**src/logic/tmcc_regs.svh**
```systemverilog
// constants for the timer module common core
`ifndef TMCC_REGS_SVH
`define TMCC_REGS_SVH

// byte register select codes on i_reg_sel
`define TMCC_SEL_CNT_LO 3'h0
`define TMCC_SEL_CNT_HI 3'h1
`define TMCC_SEL_A_LO 3'h2
`define TMCC_SEL_A_HI 3'h3
`define TMCC_SEL_P_LO 3'h4
`define TMCC_SEL_P_HI 3'h5

// counter clock select codes
`define TMCC_CK_SYS_DIV4 3'h0
`define TMCC_CK_SYS 3'h1
`define TMCC_CK_FH_DIV16 3'h2
`define TMCC_CK_FH_DIV64 3'h3
`define TMCC_CK_SUB 3'h4
`define TMCC_CK_OFF 3'h5
`define TMCC_CK_EXT_RISE 3'h6
`define TMCC_CK_EXT_FALL 3'h7

// output action codes for compare match output mode
`define TMCC_IO_NONE 2'h0
`define TMCC_IO_LOW 2'h1
`define TMCC_IO_HIGH 2'h2
`define TMCC_IO_TOGGLE 2'h3

// pwm pin codes
`define TMCC_PWM_INACTIVE 2'h0
`define TMCC_PWM_ACTIVE 2'h1
`define TMCC_PWM_WAVE 2'h2

// capture edge codes
`define TMCC_CAP_RISE 2'h0
`define TMCC_CAP_FALL 2'h1
`define TMCC_CAP_BOTH 2'h2

// divider terminal counts and reset values
`define TMCC_DIV4_LAST 2'h3
`define TMCC_FH16_LAST 4'hf
`define TMCC_FH64_LAST 6'h3f
`define TMCC_RST_BYTE 8'h00
// core edges after reset before pin edges are trusted
`define TMCC_SYNC_SETTLE 3'h5

`endif

```
**src/logic/tmcc_pkg.sv**
```systemverilog
// types shared by the timer module common core
package tmcc_pkg;

  // operating modes of the timer
  typedef enum logic [2:0] {
    TMCC_MODE_CMP_OUT,
    TMCC_MODE_CAPTURE,
    TMCC_MODE_PWM,
    TMCC_MODE_TIMER,
    TMCC_MODE_PULSE
  } tmcc_mode_t;

endpackage

```
**src/logic/tmcc_pin_sync.sv**
```systemverilog
// three-flop synchroniser with agreement filter for pin inputs
`timescale 1ns/1ps

module tmcc_pin_sync #(
  parameter int W = 1
) (
  input wire logic i_core_clk,
  input wire logic i_rst,
  input wire logic [W-1:0] i_pin,
  output logic [W-1:0] o_level
);

  typedef struct packed {
    logic [W-1:0] s1;
    logic [W-1:0] s2;
    logic [W-1:0] s3;
    logic [W-1:0] level;
  } tmcc_sync_state_t;

  tmcc_sync_state_t s_q;
  tmcc_sync_state_t s_d;

  // shift chain; level follows only when stages two and three agree
  always_comb begin
    s_d = s_q;
    s_d.s1 = i_pin;
    s_d.s2 = s_q.s1;
    s_d.s3 = s_q.s2;
    for (int i = 0; i < W; i++) begin
      if (s_q.s2[i] == s_q.s3[i]) begin
        s_d.level[i] = s_q.s3[i];
      end
    end
  end

  // state register
  always_ff @(posedge i_core_clk or posedge i_rst) begin
    if (i_rst) begin
      s_q <= '0;
    end else begin
      s_q <= s_d;
    end
  end

  assign o_level = s_q.level;

endmodule

```
**src/logic/tmcc_core.sv**
```systemverilog
// timer module common core: counter, comparators, pins, byte access
`timescale 1ns/1ps
`include "tmcc_regs.svh"

// How it works
// - three-bit select picks the counter clock source
// - external pin clocks counter, rising or falling
// - compare match interrupts, may clear, may drive pin
// - separate interrupts for comparator A and P
// - compare match drives pin low, high or toggle
// - pwm waveform leaves on the timer output pin
// - capture mode turns output pin into input
// - inverted pin carries inverse of output while timer function selected
// - single pulse mode triggers from external pin
// - one bit picks timer or other pin function
// - wide registers split, low byte via buffer
// - compare low byte write fills buffer only
// - high byte write also moves buffer to low
// - high byte read latches low byte into buffer
// - low byte read returns the holding buffer
// - counter width ten or sixteen bits by type
// - second pin gives complementary pair via port bit
module tmcc_core
  import tmcc_pkg::*;
#(
  parameter int CNT_W = 10
) (
  input wire logic i_core_clk,
  input wire logic i_rst,
  // clock enables from the clock tree, same domain
  input wire logic i_fh_tick,
  input wire logic i_sub_tick,
  // timer configuration
  input wire logic [2:0] i_counter_clock_select,
  input wire logic i_enable,
  input wire logic i_pause,
  input wire tmcc_pkg::tmcc_mode_t i_mode,
  input wire logic [1:0] i_io_sel,
  input wire logic i_out_init,
  input wire logic i_out_pol,
  input wire logic i_clear_on_a,
  // pin sharing and complementary pair
  input wire logic i_pin_fn_sel,
  input wire logic i_alt_out,
  input wire logic i_alt_oe,
  input wire logic i_pair_invert,
  // pins
  input wire logic i_timer_clock_input_pin,
  input wire logic i_timer_output_pin,
  output logic o_timer_output_pin,
  output logic o_timer_output_pin_oe,
  output logic o_timer_output_pin_1,
  output logic o_inverted_timer_output_pin,
  // byte access port
  input wire logic i_wr,
  input wire logic i_rd,
  input wire logic [2:0] i_reg_sel,
  input wire logic [7:0] i_wr_data,
  output logic [7:0] o_rd_data,
  output logic o_rd_valid,
  // status
  output logic o_irq_a,
  output logic o_irq_p,
  output logic [CNT_W-1:0] o_count
);

  localparam int HI_W = CNT_W - 8;

  typedef struct packed {
    logic [CNT_W-1:0] cnt;
    logic [CNT_W-1:0] cmp_a;
    logic [CNT_W-1:0] cmp_p;
    logic [7:0] hold;
    logic [1:0] div4;
    logic [5:0] fh_div;
    logic en_prev;
    logic ext_prev;
    logic cap_prev;
    logic [2:0] warm;
    logic out;
    logic pulse;
    logic irq_a;
    logic irq_p;
    logic [7:0] rd_data;
    logic rd_valid;
    logic pin_out;
    logic pin_oe;
    logic pin_1;
    logic pin_inv;
  } tmcc_core_state_t;

  tmcc_core_state_t s_q;
  tmcc_core_state_t s_d;

  logic ext_lvl;
  logic cap_lvl;

  // high byte of a wide value, zero extended to eight bits
  function automatic logic [7:0] hi_byte(input logic [CNT_W-1:0] v);
    logic [7:0] r;
    r = 8'h00;
    r[HI_W-1:0] = v[CNT_W-1:8];
    return r;
  endfunction

  // join a written high byte with the buffered low byte
  function automatic logic [CNT_W-1:0] join_hi(input logic [7:0] hi,
                                               input logic [7:0] lo);
    return {hi[HI_W-1:0], lo};
  endfunction

  // both external pins pass the synchroniser
  tmcc_pin_sync #(
    .W(2)
  ) u_sync (
    .i_core_clk(i_core_clk),
    .i_rst(i_rst),
    .i_pin({i_timer_output_pin, i_timer_clock_input_pin}),
    .o_level({cap_lvl, ext_lvl})
  );

  // next-state logic
  always_comb begin
    logic ext_rise;
    logic ext_fall;
    logic cap_rise;
    logic cap_fall;
    logic cap_edge;
    logic en_rise;
    logic tick;
    logic step;
    logic a_hit;
    logic p_hit;
    logic clr_hit;
    logic pin_val;
    logic drive;
    ext_rise = 1'b0;
    ext_fall = 1'b0;
    cap_rise = 1'b0;
    cap_fall = 1'b0;
    cap_edge = 1'b0;
    en_rise = 1'b0;
    tick = 1'b0;
    step = 1'b0;
    a_hit = 1'b0;
    p_hit = 1'b0;
    clr_hit = 1'b0;
    pin_val = 1'b0;
    drive = 1'b0;
    s_d = s_q;
    s_d.irq_a = 1'b0;
    s_d.irq_p = 1'b0;
    s_d.rd_valid = 1'b0;

    // edge detection on filtered pin levels and on enable
    ext_rise = ext_lvl & ~s_q.ext_prev;
    ext_fall = ~ext_lvl & s_q.ext_prev;
    cap_rise = cap_lvl & ~s_q.cap_prev;
    cap_fall = ~cap_lvl & s_q.cap_prev;
    en_rise = i_enable & ~s_q.en_prev;
    s_d.ext_prev = ext_lvl;
    s_d.cap_prev = cap_lvl;
    s_d.en_prev = i_enable;

    // no pin edges until the synchroniser holds real pin levels
    if (s_q.warm != `TMCC_SYNC_SETTLE) begin
      s_d.warm = s_q.warm + 3'h1;
      ext_rise = 1'b0;
      ext_fall = 1'b0;
      cap_rise = 1'b0;
      cap_fall = 1'b0;
    end

    // prescalers for the system and high clocks
    s_d.div4 = s_q.div4 + 2'h1;
    if (i_fh_tick) begin
      s_d.fh_div = s_q.fh_div + 6'h01;
    end

    // counter clock source selection
    unique case (i_counter_clock_select)
      `TMCC_CK_SYS_DIV4: tick = (s_q.div4 == `TMCC_DIV4_LAST);
      `TMCC_CK_SYS: tick = 1'b1;
      `TMCC_CK_FH_DIV16:
        tick = i_fh_tick && (s_q.fh_div[3:0] == `TMCC_FH16_LAST);
      `TMCC_CK_FH_DIV64:
        tick = i_fh_tick && (s_q.fh_div == `TMCC_FH64_LAST);
      `TMCC_CK_SUB: tick = i_sub_tick;
      `TMCC_CK_OFF: tick = 1'b0;
      `TMCC_CK_EXT_RISE: tick = ext_rise;
      `TMCC_CK_EXT_FALL: tick = ext_fall;
    endcase

    // counter: cleared on enable rise, steps on each active tick
    step = i_enable && !i_pause && tick && !en_rise;
    a_hit = step && (s_q.cnt == s_q.cmp_a);
    p_hit = step && (s_q.cnt == s_q.cmp_p);
    clr_hit = i_clear_on_a ? a_hit : p_hit;
    if (en_rise) begin
      s_d.cnt = '0;
    end else if (step) begin
      if (clr_hit) begin
        s_d.cnt = '0;
      end else begin
        s_d.cnt = s_q.cnt + CNT_W'(1);
      end
    end

    // one interrupt pulse per comparator
    s_d.irq_a = a_hit && (i_mode != TMCC_MODE_CAPTURE);
    s_d.irq_p = p_hit;

    // byte access: low bytes go through the shared holding buffer
    if (i_wr) begin
      unique case (i_reg_sel)
        `TMCC_SEL_A_LO, `TMCC_SEL_P_LO: begin
          s_d.hold = i_wr_data;
        end
        `TMCC_SEL_A_HI: begin
          s_d.cmp_a = join_hi(i_wr_data, s_q.hold);
        end
        `TMCC_SEL_P_HI: begin
          s_d.cmp_p = join_hi(i_wr_data, s_q.hold);
        end
        default: begin
          // counter bytes are read only
        end
      endcase
    end
    if (i_rd) begin
      s_d.rd_valid = 1'b1;
      unique case (i_reg_sel)
        `TMCC_SEL_CNT_HI: begin
          s_d.rd_data = hi_byte(s_q.cnt);
          s_d.hold = s_q.cnt[7:0];
        end
        `TMCC_SEL_A_HI: begin
          s_d.rd_data = hi_byte(s_q.cmp_a);
          s_d.hold = s_q.cmp_a[7:0];
        end
        `TMCC_SEL_P_HI: begin
          s_d.rd_data = hi_byte(s_q.cmp_p);
          s_d.hold = s_q.cmp_p[7:0];
        end
        `TMCC_SEL_CNT_LO, `TMCC_SEL_A_LO, `TMCC_SEL_P_LO: begin
          s_d.rd_data = s_q.hold;
        end
        default: begin
          s_d.rd_data = `TMCC_RST_BYTE;
        end
      endcase
    end

    // output behaviour per operating mode
    unique case (i_mode)
      TMCC_MODE_CMP_OUT: begin
        if (en_rise) begin
          s_d.out = i_out_init;
        end else if (a_hit) begin
          unique case (i_io_sel)
            `TMCC_IO_NONE: s_d.out = s_q.out;
            `TMCC_IO_LOW: s_d.out = 1'b0;
            `TMCC_IO_HIGH: s_d.out = 1'b1;
            `TMCC_IO_TOGGLE: s_d.out = ~s_q.out;
          endcase
        end
        drive = 1'b1;
      end
      TMCC_MODE_PWM: begin
        unique case (i_io_sel)
          `TMCC_PWM_INACTIVE: s_d.out = 1'b0;
          `TMCC_PWM_ACTIVE: s_d.out = 1'b1;
          `TMCC_PWM_WAVE: s_d.out = (s_d.cnt < s_q.cmp_a);
          default: s_d.out = s_q.out;
        endcase
        drive = 1'b1;
      end
      TMCC_MODE_PULSE: begin
        // pulse starts on enable rise or pin trigger, ends on A match
        if (a_hit) begin
          s_d.pulse = 1'b0;
        end
        if (i_enable && (en_rise || ext_rise)) begin
          s_d.pulse = 1'b1;
        end
        if (!i_enable) begin
          s_d.pulse = 1'b0;
        end
        s_d.out = s_d.pulse;
        drive = 1'b1;
      end
      TMCC_MODE_CAPTURE: begin
        // pin is an input; its edge latches the counter into A
        unique case (i_io_sel)
          `TMCC_CAP_RISE: cap_edge = cap_rise;
          `TMCC_CAP_FALL: cap_edge = cap_fall;
          `TMCC_CAP_BOTH: cap_edge = cap_rise | cap_fall;
          default: cap_edge = 1'b0;
        endcase
        if (i_enable && cap_edge) begin
          s_d.cmp_a = s_q.cnt;
          s_d.irq_a = 1'b1;
        end
        s_d.out = 1'b0;
        drive = 1'b0;
      end
      TMCC_MODE_TIMER: begin
        s_d.out = 1'b0;
        drive = 1'b0;
      end
      default: begin
        s_d.out = s_q.out;
        drive = 1'b0;
      end
    endcase

    // pin muxing, polarity and the derived pins
    pin_val = s_d.out ^ i_out_pol;
    if (i_pin_fn_sel) begin
      s_d.pin_out = pin_val;
      s_d.pin_oe = drive;
    end else begin
      s_d.pin_out = i_alt_out;
      s_d.pin_oe = i_alt_oe;
    end
    s_d.pin_inv = ~pin_val;
    s_d.pin_1 = pin_val ^ i_pair_invert;
  end

  // state register
  always_ff @(posedge i_core_clk or posedge i_rst) begin
    if (i_rst) begin
      s_q <= '0;
      s_q.pin_inv <= 1'b1;
    end else begin
      s_q <= s_d;
    end
  end

  // outputs straight from the state register
  assign o_timer_output_pin = s_q.pin_out;
  assign o_timer_output_pin_oe = s_q.pin_oe;
  assign o_timer_output_pin_1 = s_q.pin_1;
  assign o_inverted_timer_output_pin = s_q.pin_inv;
  assign o_rd_data = s_q.rd_data;
  assign o_rd_valid = s_q.rd_valid;
  assign o_irq_a = s_q.irq_a;
  assign o_irq_p = s_q.irq_p;
  assign o_count = s_q.cnt;

endmodule

```
**config.mk**
```make
export PLATFORM = sky130hd
export DESIGN_NAME = tmcc_core
export DESIGN_NICKNAME = d
export VERILOG_FILES = /design/src/logic/tmcc_pkg.sv /design/src/logic/tmcc_pin_sync.sv /design/src/logic/tmcc_core.sv
export VERILOG_INCLUDE_DIRS = /design/src /design/src/logic
export SDC_FILE = /design/constraint.sdc
export NUM_CORES = 1
export LEC_CHECK = 0
export BUFFER_PORTS_ARGS = -buffer_cell sky130_fd_sc_hd__buf_2
export CAP_MARGIN = 5
export CORE_MARGIN = 5
export CORE_UTILIZATION = 55
export CTS_BUF_LIST = sky130_fd_sc_hd__clkbuf_4
export DETAILED_ROUTE_END_ITERATION = 12
export HOLD_SLACK_MARGIN = 0.15
export PLACE_DENSITY = 0.84
export SYNTH_ARGS = -nofsm -noshare
export SYNTH_HDL_FRONTEND = slang
export SYNTH_SLANG_ARGS = --single-unit
```
**constraint.sdc**
```tcl
create_clock -name i_core_clk -period 8.57 [get_ports i_core_clk]
set_input_delay 1.714 -clock i_core_clk [delete_from_list [all_inputs] [get_ports i_core_clk]]
set_output_delay 1.714 -clock i_core_clk [all_outputs]
set_load 0.02 [all_outputs]
```
=== Word level (Yosys, flattened, before mapping) ===
Index checks and enable logic that the tools add are counted.

* Register bits: 77
* Input bits: 36
* Output and inout bits: 25
* Logic and storage cells: 128

* $add $sub $neg: 4
* Order comparisons: 1
* Equal/unequal tests: 28
* Muxes and demuxes: 33
* Bitwise logic cells: 15
* Reductions and logical operators: 22

{| class="wikitable"
|+ Operator list
! kind !! count
|-
| $mux 10 || 7
|-
| $pmux 8 s4 || 1
|-
| $mux 28 || 1
|-
| $pmux 8 s3 || 1
|-
| $eq 3x3->1 const B || 7
|-
| $eq 10x10->1 || 2
|-
| $eq 3x2->1 const B || 6
|-
| $mux 8 || 2
|-
| $mux 1 || 15
|-
| $add 10x1->10 const B || 1
|-
| $logic_and 1x1->1 || 10
|-
| $lt 10x10->1 || 1
|-
| $eq 3x1->1 const B || 3
|-
| $logic_not 3->1 || 3
|-
| $pmux 1 s4 || 2
|-
| $pmux 1 s8 || 1
|-
| $not 1->1 || 7
|-
| $add 6x1->6 const B || 1
|-
| $eq 2x2->1 const B || 3
|-
| $eq 6x6->1 const B || 1
|-
| $pmux 1 s3 || 2
|-
| $reduce_or 3->1 || 2
|-
| $and 1x1->1 || 5
|-
| $eq 4x4->1 const B || 1
|-
| other kinds (14) || 18
|}

=== Depth between registers and ports, before layout ===
Gate-level depths: netlist (run 1).

* Depth in word-level cells: 16
* Depth in mapped cells: 18
* Gate-level depth less buffers: 17

=== Cells and area by module ===
From an unflattened synthesis (run 1), not the netlist that was laid out.

* Cell total of the unflattened synthesis: 437
* Area, all modules: 4331.7 µm²

{| class="wikitable"
|+ By module, submodules not included
! module !! times used !! cells each !! area an instance (µm²) !! seq. area each (µm²)
|-
| tmcc_core || 1 || 424 || 4090.2 || 1727.9
|-
| tmcc_pin_sync || 1 || 13 || 241.5 || 200.2
|}

=== Worst setup path before layout (run 1) ===
No wires, ideal clock.

* Path kind: input to register
* Start: input port i_counter_clock_select[2]
* End: register s_q, in the netlist o_timer_output_pin
* Setup time: 0.131 ns
* Arrival time: 4.894 ns
* Required time: 8.439 ns
* Path slack: 3.544 ns
* Cell stages on the path: 15
* Buffers on the path: 1
* Path through: and3b_1 a211oi_1 and3_1 buf_2 nand4_1 or3_1 a21oi_1 ha_1 nand4_1 nor3_1 and3_1 a311o_1 a311o_1 and4_1 or3_1

{| class="wikitable"
|+ RTL lines
! what !! RTL line !! RTL
|-
| start: declaration || tmcc_core.sv:34 || <nowiki>input wire logic [2:0] i_counter_clock_select,</nowiki>
|-
| end: declaration || tmcc_core.sv:92 || <nowiki>tmcc_core_state_t s_q;</nowiki>
|}

==> metrics.cfg, run 1 <==
[die]
die_w_um = 97.9
num_rows = 32
die_y_um = 97.9
die-area_um2 = 9580
core_um2 = 7610
start_util = 0.558
ioPinCount = 61

[clock_network]
clk_path_buf_depth = 2
numCtsBuffers = 9
clock-sinks = 77
clock_latency_ps = 430
h-tree-depth = 3
cts_root_buf = clkbuf_4
ctsHoldBuffers = 0
clk_pin_slew_ps = 120
cts_setup_buffers = 0
cts_resized = 0
cts_tree = yes

[global_route]
grt_max_degree = 78
gr-total-overflow = 0
grt_pass1_vias = 3156
grt_pass1_wl_um = 15300
grt.total_usage = 0.194
antenna_found_initial = 0

[logic_synthesis]
netlist_instances = 443
yosys_warnings = 0
synth_cell_types = 48
synth-seq-cells = 77
synth_edf_count = 0
synth_area_um2 = 4250
syn-num-nets = 493
async_reset_ff_frac = 1.00
synthFlopType = dfrtp_1
ys_seq_area_frac = 0.454
avgSynthCellArea_um2 = 9.59

[place]
place_ws_ps = 3080
place_area_um2 = 4460
post-place-cells = 567
io_buffer_count = 60
place.gp.congestion = 0.876
dp_hpwl_um = 6520

[setup_path]
cp-start-kind = primary input
endpoint_kind = flop
arrival_ps = 5370
rr_worst_depth = 14
critical_path_class = primary input to flop
critPathMaxFanout = 9
worstPathRequired_ps = 8880

[timing]
setup_viol = 0
slew_viol_final = 0
min_period_ps = 5050
fin_crit_sh = 0.590
fin_ws_ps = 3520
fin_setup_tns_ps = 0
rsz0062_at_grt = false
hold_viol_final = 0
slew_headroom = 0.271
skew_ps = 20.7
max_clock_freq_mhz = 198
worst_slew_pin_slew_ps = 1090

[routing]
routed_via_density = 5.54
num_vias = 3231
drt-met1-wl_um = 4150
met2WireLength_um = 4150
drt_iter0_drc = 204
drt_first_pass_iters = 4
dr.max_layer_used = met4
ant_nets = 0
wl_per_cell_um = 15.3
drc = 0
routed_wl_um = 8930
route.met3.wl_um = 483

[final_layout]
nNetsFinal = 526
stdcell_area_um2 = 4630
mostFrequentLayoutCells = dfrtp_1, buf_2, nand2_1
layout.cells.non_filler = 583
antenna_cells = 0
layout-drive-gt1-share = 0.191
final_common_cell = dfrtp_1
areaGrowthSynthToFinish_pct = 8.93
fillers = 634

[outcome]
status = completed

[flow_run]
drv_cap = 0

[power]
p_per_area_nw_per_um2 = 206
p_leak_nw = 2.14
irDropWorstVdd_mv = 0.120

[hold_path]
hp-class = flop to flop
whs_path_depth = 0

[area by class of cell]
cell class	instances	area (µm²)	area share
Clock buffer	10	75.1	0.0162
Inverter	24	90.1	0.0195
Sequential cell	77	1930	0.417
Tap cell	102	128	0.0276
Timing Repair Buffer	61	308	0.0665
Multi-Input combinational cell	303	2010	0.435
Clock inverter	6	86.3	0.0187
[per-stage QoR]
step,utilization,power [mW],hold WS (ps)
6_report,0.608,0.952,360
5_1_grt,0.608,1.01,367
4_1_cts,0.608,0.958,364
3_5_place_dp,0.587,0.707,335
3_3_place_gp,0.587,0.693,334
2_1_floorplan,-,0.646,331
[per-layer routing]
layer / vias to the layer above / track usage
li1: 1577 / -
met1: 1553 / 0.273
met2: 91 / 0.291
met3: 10 / 0.0564
met4: 0 / 0.0639
met5: - / 0
[cell usage after synthesis (12+ instances only)]
cell type / count / share of area
dfrtp_1: 76 / 0.45
nand2_1: 57 / 0.050
o21ai_0: 33 / 0.039
xnor2_1: 29 / 0.060
inv_1: 24 / 0.021
nor2_1: 23 / 0.020
buf_4: 18 / 0.032
mux2i_1: 16 / 0.038
a21oi_1: 15 / 0.018
clkbuf_1: 15 / 0.013
ha_1: 14 / 0.041
mux2_2: 12 / 0.032
[final timing paths]
kind                                           startpoint                  to  slack, ps
worst max-delay path            i_counter_clock_select[2]  o_timer_output_pin       3520
worst min-delay path                        u_sync.s_d[4]       u_sync.s_d[2]        360
worst max register to register                 o_count[0]  o_timer_output_pin       4190
worst min register to register              u_sync.s_d[4]       u_sync.s_d[2]        360
max in group asynchronous                           i_rst             s_q[18]       6420
min in group asynchronous                           i_rst             s_q[47]       1570
[state kept, by name, indices dropped and copies added, names as in the netlist]
name,flops
u_sync.s_q,2
o_irq_a,1
u_sync.s_d,4
o_irq_p,1
o_timer_output_pin_1,1
o_rd_data,8
o_timer_output_pin_oe,1
o_count,10
o_inverted_timer_output_pin,1
s_q,44
o_timer_output_pin,1
u_sync.o_level,2
o_rd_valid,1
[report_power, final]
group | total (mW) | switching (mW) | internal, mW | leakage, nW
sequential | 0.491 | 0.0645 | 0.427 | 0.951
clock | 0.251 | 0.129 | 0.122 | 0.0868
combinational | 0.210 | 0.109 | 0.101 | 1.11
[worst max-delay path, stage by stage]
cell,delay (ps)
buf_2,120
and3b_1,170
a211oi_1,260
and3_1,400
nand4_1,220
or3_1,390
a21oi_1,210
ha_1,280
nand4_1,90
nor3_1,70
and3_1,190
a311o_1,350
a311o_1,370
and4_1,200
or3_1,330
[kinds of logic (layout without fill, tap and decap cells)]
group / after synthesis / count (layout) / synth area share
AOI/OAI and AO/OA: 83 / 83 / 0.121
xor gates and xnor gates: 39 / 39 / 0.0804
adders and majority gates: 16 / 16 / 0.0460
buffers and inverters: 63 / 101 / 0.0725
DFF: 77 / 77 / 0.454
muxes: 28 / 28 / 0.0695
and+or+nand+nor: 137 / 137 / 0.157
Power figures use the tool's default switching activity.
==> run 2, diff against run 1 <==
--- a/config.mk
+++ b/config.mk
@@ -6,14 +6,15 @@
 export SDC_FILE = /design/constraint.sdc
 export NUM_CORES = 1
 export LEC_CHECK = 0
+export ABC_AREA = 1
 export BUFFER_PORTS_ARGS = -buffer_cell sky130_fd_sc_hd__buf_2
 export CAP_MARGIN = 5
 export CORE_MARGIN = 5
-export CORE_UTILIZATION = 55
+export CORE_UTILIZATION = 54
 export CTS_BUF_LIST = sky130_fd_sc_hd__clkbuf_4
 export DETAILED_ROUTE_END_ITERATION = 12
 export HOLD_SLACK_MARGIN = 0.15
-export PLACE_DENSITY = 0.84
+export PLACE_DENSITY = 0.86
 export SYNTH_ARGS = -nofsm -noshare
 export SYNTH_HDL_FRONTEND = slang
 export SYNTH_SLANG_ARGS = --single-unit
==> constraint.sdc (replaced) <==
create_clock -name i_core_clk -period 4.3 [get_ports i_core_clk]
set_input_delay 0.86 -clock i_core_clk [delete_from_list [all_inputs] [get_ports i_core_clk]]
set_output_delay 0.86 -clock i_core_clk [all_outputs]
set_load 0.02 [all_outputs]
==> metrics.cfg, run 2 <==
[logic_synthesis]
yosys.area.top_type_share = 0.442  ; -0.00573
synthFlopType = dfrtp_1
syn-num-nets = 589  ; +19%
netlist_instances = 539  ; +22%
synth_cell_types = 38  ; -21%
synth_area_um2 = 4300  ; +1.3%
ys_seq_area_frac = 0.448  ; -0.00581
async_reset_ff_frac = 1.00  ; unchanged
synth.most_common_cell = nand2_1
yosysTopAreaCell = dfrtp_1
yosys_warnings = 0  ; unchanged
synth_edf_count = 0  ; unchanged
synthTopCellsByArea = dfrtp_1, nand2_1, inv_1
synth-seq-cells = 77  ; unchanged
synthTopCellsByCount = nand2_1, dfrtp_1, inv_1
avgSynthCellArea_um2 = 7.98  ; -17%

[power]
p_leak_nw = 2.43  ; +13%
p_per_area_nw_per_um2 = 370  ; +80%
irDropWorstVdd_mv = 0.222  ; +85%

[die]
ioPinCount = 61  ; unchanged
die_w_um = 99.3  ; +1.4%
num_rows = 32  ; unchanged
die_y_um = 99.3  ; +1.4%
die-area_um2 = 9850  ; +2.8%
start_util = 0.557  ; -0.00155
core_um2 = 7730  ; +1.6%

[setup_path]
critical_path_class = flop to flop
arrival_ps = 4010  ; -1360 ps
r2r_slack_ps = 630  ; -3560 ps
worstPathRequired_ps = 4640  ; -4240 ps
cp-start-kind = flop
endpoint_kind = flop
critPathMaxFanout = 9  ; unchanged

[place]
post-place-cells = 676  ; +19%
place.gp.congestion = 0.917  ; +4.7%
io_buffer_count = 60  ; unchanged
place_ws_ps = 359  ; -2720 ps
dp_hpwl_um = 7800  ; +20%

[global_route]
grt_pass1_wl_um = 17200  ; +13%
grt_max_degree = 45  ; -42%
grt_pass1_vias = 3700  ; +17%
grt.total_usage = 0.214  ; +0.0190
gr-total-overflow = 0  ; unchanged
antenna_found_initial = 0  ; unchanged

[hold_path]
hp-class = flop to flop

[timing]
min_period_ps = 3670
setup_viol = 0  ; unchanged
slew_headroom = 0.291  ; +0.0201
slew_viol_final = 0  ; unchanged
max_clock_freq_mhz = 272
fin_ws_ps = 625  ; -2890 ps
rsz0062_at_grt = false
worst_slew_pin_slew_ps = 1060  ; -30.7 ps
skew_ps = 13.7  ; -7.00 ps
fin_setup_tns_ps = 0  ; unchanged
hold_viol_final = 0  ; unchanged
fin_crit_sh = 0.855

[flow_run]
drv_cap = 0  ; unchanged

[final_layout]
largest_reg_flops = 44  ; unchanged
layout-drive-gt1-share = 0.183  ; -0.00791
nNetsFinal = 635  ; +21%
final_common_cell = nand2_1
mostFrequentLayoutCells = nand2_1, dfrtp_1, inv_1
antenna_cells = 0  ; unchanged
areaGrowthSynthToFinish_pct = 8.93  ; about the same
top_register = s_q
layout.cells.non_filler = 691  ; +19%

[clock_network]
h-tree-depth = 3  ; unchanged
cts_resized = 0  ; unchanged
ctsHoldBuffers = 0  ; unchanged
clock-sinks = 77  ; unchanged
numCtsBuffers = 9  ; unchanged
cts_setup_buffers = 0  ; unchanged
clk_pin_slew_ps = 130  ; about the same
cts_root_buf = clkbuf_4
clock_latency_ps = 440  ; about the same
clk_path_buf_depth = 2  ; unchanged
cts_tree = yes

[outcome]
status = completed

[routing]
routed_wl_um = 10200  ; +14%
routed_via_density = 5.47  ; -1.3%
drt_iter0_drc = 273  ; +34%
ant_nets = 0  ; unchanged
wl_per_cell_um = 14.8  ; -3.5%
drt_first_pass_iters = 4  ; unchanged
num_vias = 3778  ; +17%
drc = 0  ; unchanged

[run 2: critical path, stage by stage (launching register included)]
cell,delay (ps)
dfrtp_1,430
ha_1,220
nand2_2,110
inv_2,70
nand2_1,110
nand2_1,120
a21oi_4,220
nor2_8,70
nand2_1,80
inv_1,60
nand2_1,50
o211ai_1,70
buf_4,180
nor3b_1,270
ha_1,310
a21oi_1,170
nor2_1,60
a211oi_1,230
o221a_2,230
nand2_1,50
nand2_1,50
nand2_1,50
nand2_2,90
nand3_1,110
nand3_1,120
nand2_1,60
[run 2: per-stage QoR]
stage / utilization / area (µm²) / hold slack [ps] / total power [mW]
2_1_floorplan: - / 4300 / 331 / 1.25
3_3_place_gp: 0.592 / 4580 / 340 / 1.35
3_5_place_dp: 0.592 / 4580 / 345 / 1.37
4_1_cts: 0.606 / 4690 / 364 / 1.74
5_1_grt: 0.606 / 4690 / 380 / 1.86
6_report: 0.606 / 4690 / 362 / 1.74
[run 2: cells by family after synthesis]
logic type / share of synthesized area
adder cells (fa/ha/maj): 0.0454
AND/OR/NAND/NOR: 0.222
buffers and inverters: 0.113
multiplexers: 0.00785
AO/OA/AOI/OAI: 0.135
flip-flops: 0.448
XOR/XNOR: 0.0285
[run 2: area by class of cell]
| class | instances | area (µm²) |
|---|---|---|
| Clock inverter | 6 | 40.0 |
| Timing Repair Buffer | 63 | 323 |
| Fill cell | 691 | 3040 |
| Clock buffer | 9 | 67.6 |
| Sequential cell | 77 | 1930 |
| Inverter | 83 | 312 |
| Tap cell | 102 | 128 |
| Multi-Input combinational cell | 351 | 1890 |
[run 2: where the power goes]
group	total (mW)	internal [mW]	leakage [nW]	switching [mW]
registers	0.928	0.834	0.959	0.0938
logic	0.430	0.168	1.41	0.262
clock network	0.378	0.115	0.0619	0.262
[run 2: metal layers]
metal,share of wire,track usage,vias up
met5,0,0,-
met4,0.014,0.0588,0
met3,0.073,0.0491,19
met2,0.48,0.365,145
met1,0.43,0.272,1790
li1,-,-,1824
[run 2: path summary, 6_finish.rpt]
| kind | start | end | cells past startpoint |
|---|---|---|---|
| worst max-delay path | s_q[17] | o_timer_output_pin_1 | 25 |
| worst min-delay path | u_sync.s_d[5] | u_sync.s_d[3] | 0 |
| worst max register to register | s_q[17] | o_timer_output_pin_1 | 25 |
| worst min register to register | u_sync.s_d[5] | u_sync.s_d[3] | 0 |
| max in group asynchronous | i_rst | s_q[37] | 3 |
| min in group asynchronous | i_rst | s_q[25] | 2 |
==> run 3, diff against run 2 <==
--- a/config.mk
+++ b/config.mk
@@ -9,9 +9,9 @@
 export ABC_AREA = 1
 export BUFFER_PORTS_ARGS = -buffer_cell sky130_fd_sc_hd__buf_2
 export CAP_MARGIN = 5
-export CORE_MARGIN = 5
+export CORE_MARGIN = 3
 export CORE_UTILIZATION = 54
-export CTS_BUF_LIST = sky130_fd_sc_hd__clkbuf_4
+export CTS_BUF_LIST = sky130_fd_sc_hd__clkbuf_2 sky130_fd_sc_hd__clkbuf_4 sky130_fd_sc_hd__clkbuf_8
 export DETAILED_ROUTE_END_ITERATION = 12
 export HOLD_SLACK_MARGIN = 0.15
 export PLACE_DENSITY = 0.86
==> metrics.cfg, run 3 (synthesized netlist as in run 2, its figures left out) <==
[outcome]
status = completed

[setup_path]
worstPathRequired_ps = 4560  ; -80 ps
rr_worst_depth = 25  ; unchanged
crit_top_cell = nand2_1
r2r_start = s_q[17]
slowest_delay_ps = 420  ; about the same
arrival_ps = 4090  ; +80 ps
r2r_slack_ps = 470  ; -160 ps
cp-start-kind = flop
rr_endpoint = o_timer_output_pin_1
critPathMaxFanout = 9  ; unchanged
critical_path_class = flop to flop
endpoint_kind = flop
slowest_stage = dfrtp_1

[timing]
slew_headroom = 0.310  ; +0.0186
rsz0062_at_grt = false
min_period_ps = 3830  ; +158 ps
slew_viol_final = 0  ; unchanged
fin_setup_tns_ps = 0  ; unchanged
fin_crit_sh = 0.891  ; +0.0368
skew_ps = 10.2  ; -3.44 ps
hold_viol_final = 0  ; unchanged
max_clock_freq_mhz = 261  ; -4.1%
setup_viol = 0  ; unchanged
worst_slew_pin_slew_ps = 1030  ; -27.7 ps

[routing]
ant_nets = 0  ; unchanged
drt_iter0_drc = 379  ; +39%
drc = 0  ; unchanged
num_vias = 3809  ; +0.82%
routed_via_density = 5.54  ; +1.3%
drt_first_pass_iters = 5  ; +1
routed_wl_um = 10400  ; +1.6%
wl_per_cell_um = 15.1  ; +2.0%

[final_layout]
top_register = s_q
antenna_cells = 0  ; unchanged
mostFrequentLayoutCells = nand2_1, dfrtp_1, inv_1
final_common_cell = nand2_1
largest_reg_flops = 44  ; unchanged
layout-drive-gt1-share = 0.183  ; unchanged
nNetsFinal = 635  ; unchanged
areaGrowthSynthToFinish_pct = 11.0

[hold_path]
whs_path_depth = 0  ; unchanged
min_to = u_sync.s_d[2]
hp-class = flop to flop
worstHoldStart = u_sync.s_d[4]

[power]
irDropWorstVdd_mv = 0.224  ; +0.61%
total_power_mw = 1.93  ; +11%
p_leak_nw = 2.47  ; +1.6%
p_per_area_nw_per_um2 = 403  ; +8.9%

[clock_network]
cts_root_buf = clkbuf_8
clk_path_buf_depth = 2  ; unchanged
numCtsBuffers = 9  ; unchanged
cts_tree = yes
cts_resized = 0  ; unchanged
ctsHoldBuffers = 0  ; unchanged
cts_setup_buffers = 0  ; unchanged
clk_pin_slew_ps = 70  ; -60 ps
h-tree-depth = 3  ; unchanged
clock_latency_ps = 360  ; -80 ps
clock-sinks = 77  ; unchanged

[global_route]
gr-total-overflow = 0  ; unchanged
grt_pass1_vias = 3794  ; +2.5%
antenna_found_initial = 0  ; unchanged
grt_pass1_wl_um = 17400  ; +0.72%
grt_max_degree = 50  ; +11%
grt.total_usage = 0.249  ; +0.0356

[place]
dp_hpwl_um = 7820  ; +0.34%
place.gp.congestion = 0.970  ; +5.8%
io_buffer_count = 60  ; unchanged

[flow_run]
drv_cap = 0  ; unchanged

[die]
start_util = 0.575  ; +0.0180
die_y_um = 95.3  ; -4.0%
die_w_um = 95.3  ; -4.0%
num_rows = 31  ; -3.1%
die-area_um2 = 9070  ; -7.9%
core_um2 = 7490  ; -3.1%
ioPinCount = 61  ; unchanged

run 3: cell types whose count changed in the layout (fill, tap and decap cells not counted), sizes merged:
cell    change
bufinv      +1
clkbuf      +2
inv         -1
clkinv      -2
run 3: worst max path at each step:
stage | endpoint | from
floorplan | o_timer_output_pin | i_fh_tick
global placement | o_timer_output_pin | i_fh_tick
detailed placement | o_timer_output_pin_1 | i_counter_clock_select[2]
CTS | o_timer_output_pin_1 | s_q[17]
global route | o_timer_output_pin | s_q[17]
finish | o_timer_output_pin_1 | s_q[17]
run 3: layer usage:
metal  up-vias  routed length (µm)  track usage
li1       1817                   -            -
met1      1795                4240        0.300
met2       159                5050        0.417
met3        38                 714       0.0608
met4         0                 378        0.118
met5         -                   0            0
run 3: power by group:
group	leakage (nW)	internal [mW]	switching (mW)
logic	1.41	0.168	0.268
registers	0.959	0.835	0.0946
clock network	0.101	0.295	0.266
run 3: area by class of cell:
| class | count | area, µm² |
|---|---|---|
| clock buffers | 11 | 151 |
| clock inverters | 4 | 47.5 |
| fillers | 628 | 2710 |
| inverters | 83 | 312 |
| multi-input cells | 351 | 1890 |
| flip-flops and latches | 77 | 1930 |
| well taps | 99 | 124 |
| repair buffers | 63 | 323 |
run 3: metrics by stage:
step	utilization	instance area, µm²	instances	setup slack, ps	hold slack [ps]
finish	0.638	4770	688	467	358
global route	0.638	4770	688	134	363
detailed placement	0.611	4570	673	289	342
CTS	0.638	4770	688	524	360
floorplan	-	4300	539	882	331
global placement	0.611	4570	673	503	334
run 3: worst max-delay path: cells and delay by family, from the launching register on:
family | cells | cell delay, ps
buffers and inverters | 3 | 310
DFF | 1 | 420
adders and majority gates | 2 | 550
AOI/OAI and AO/OA | 5 | 940
and+or+nand+nor | 15 | 1490
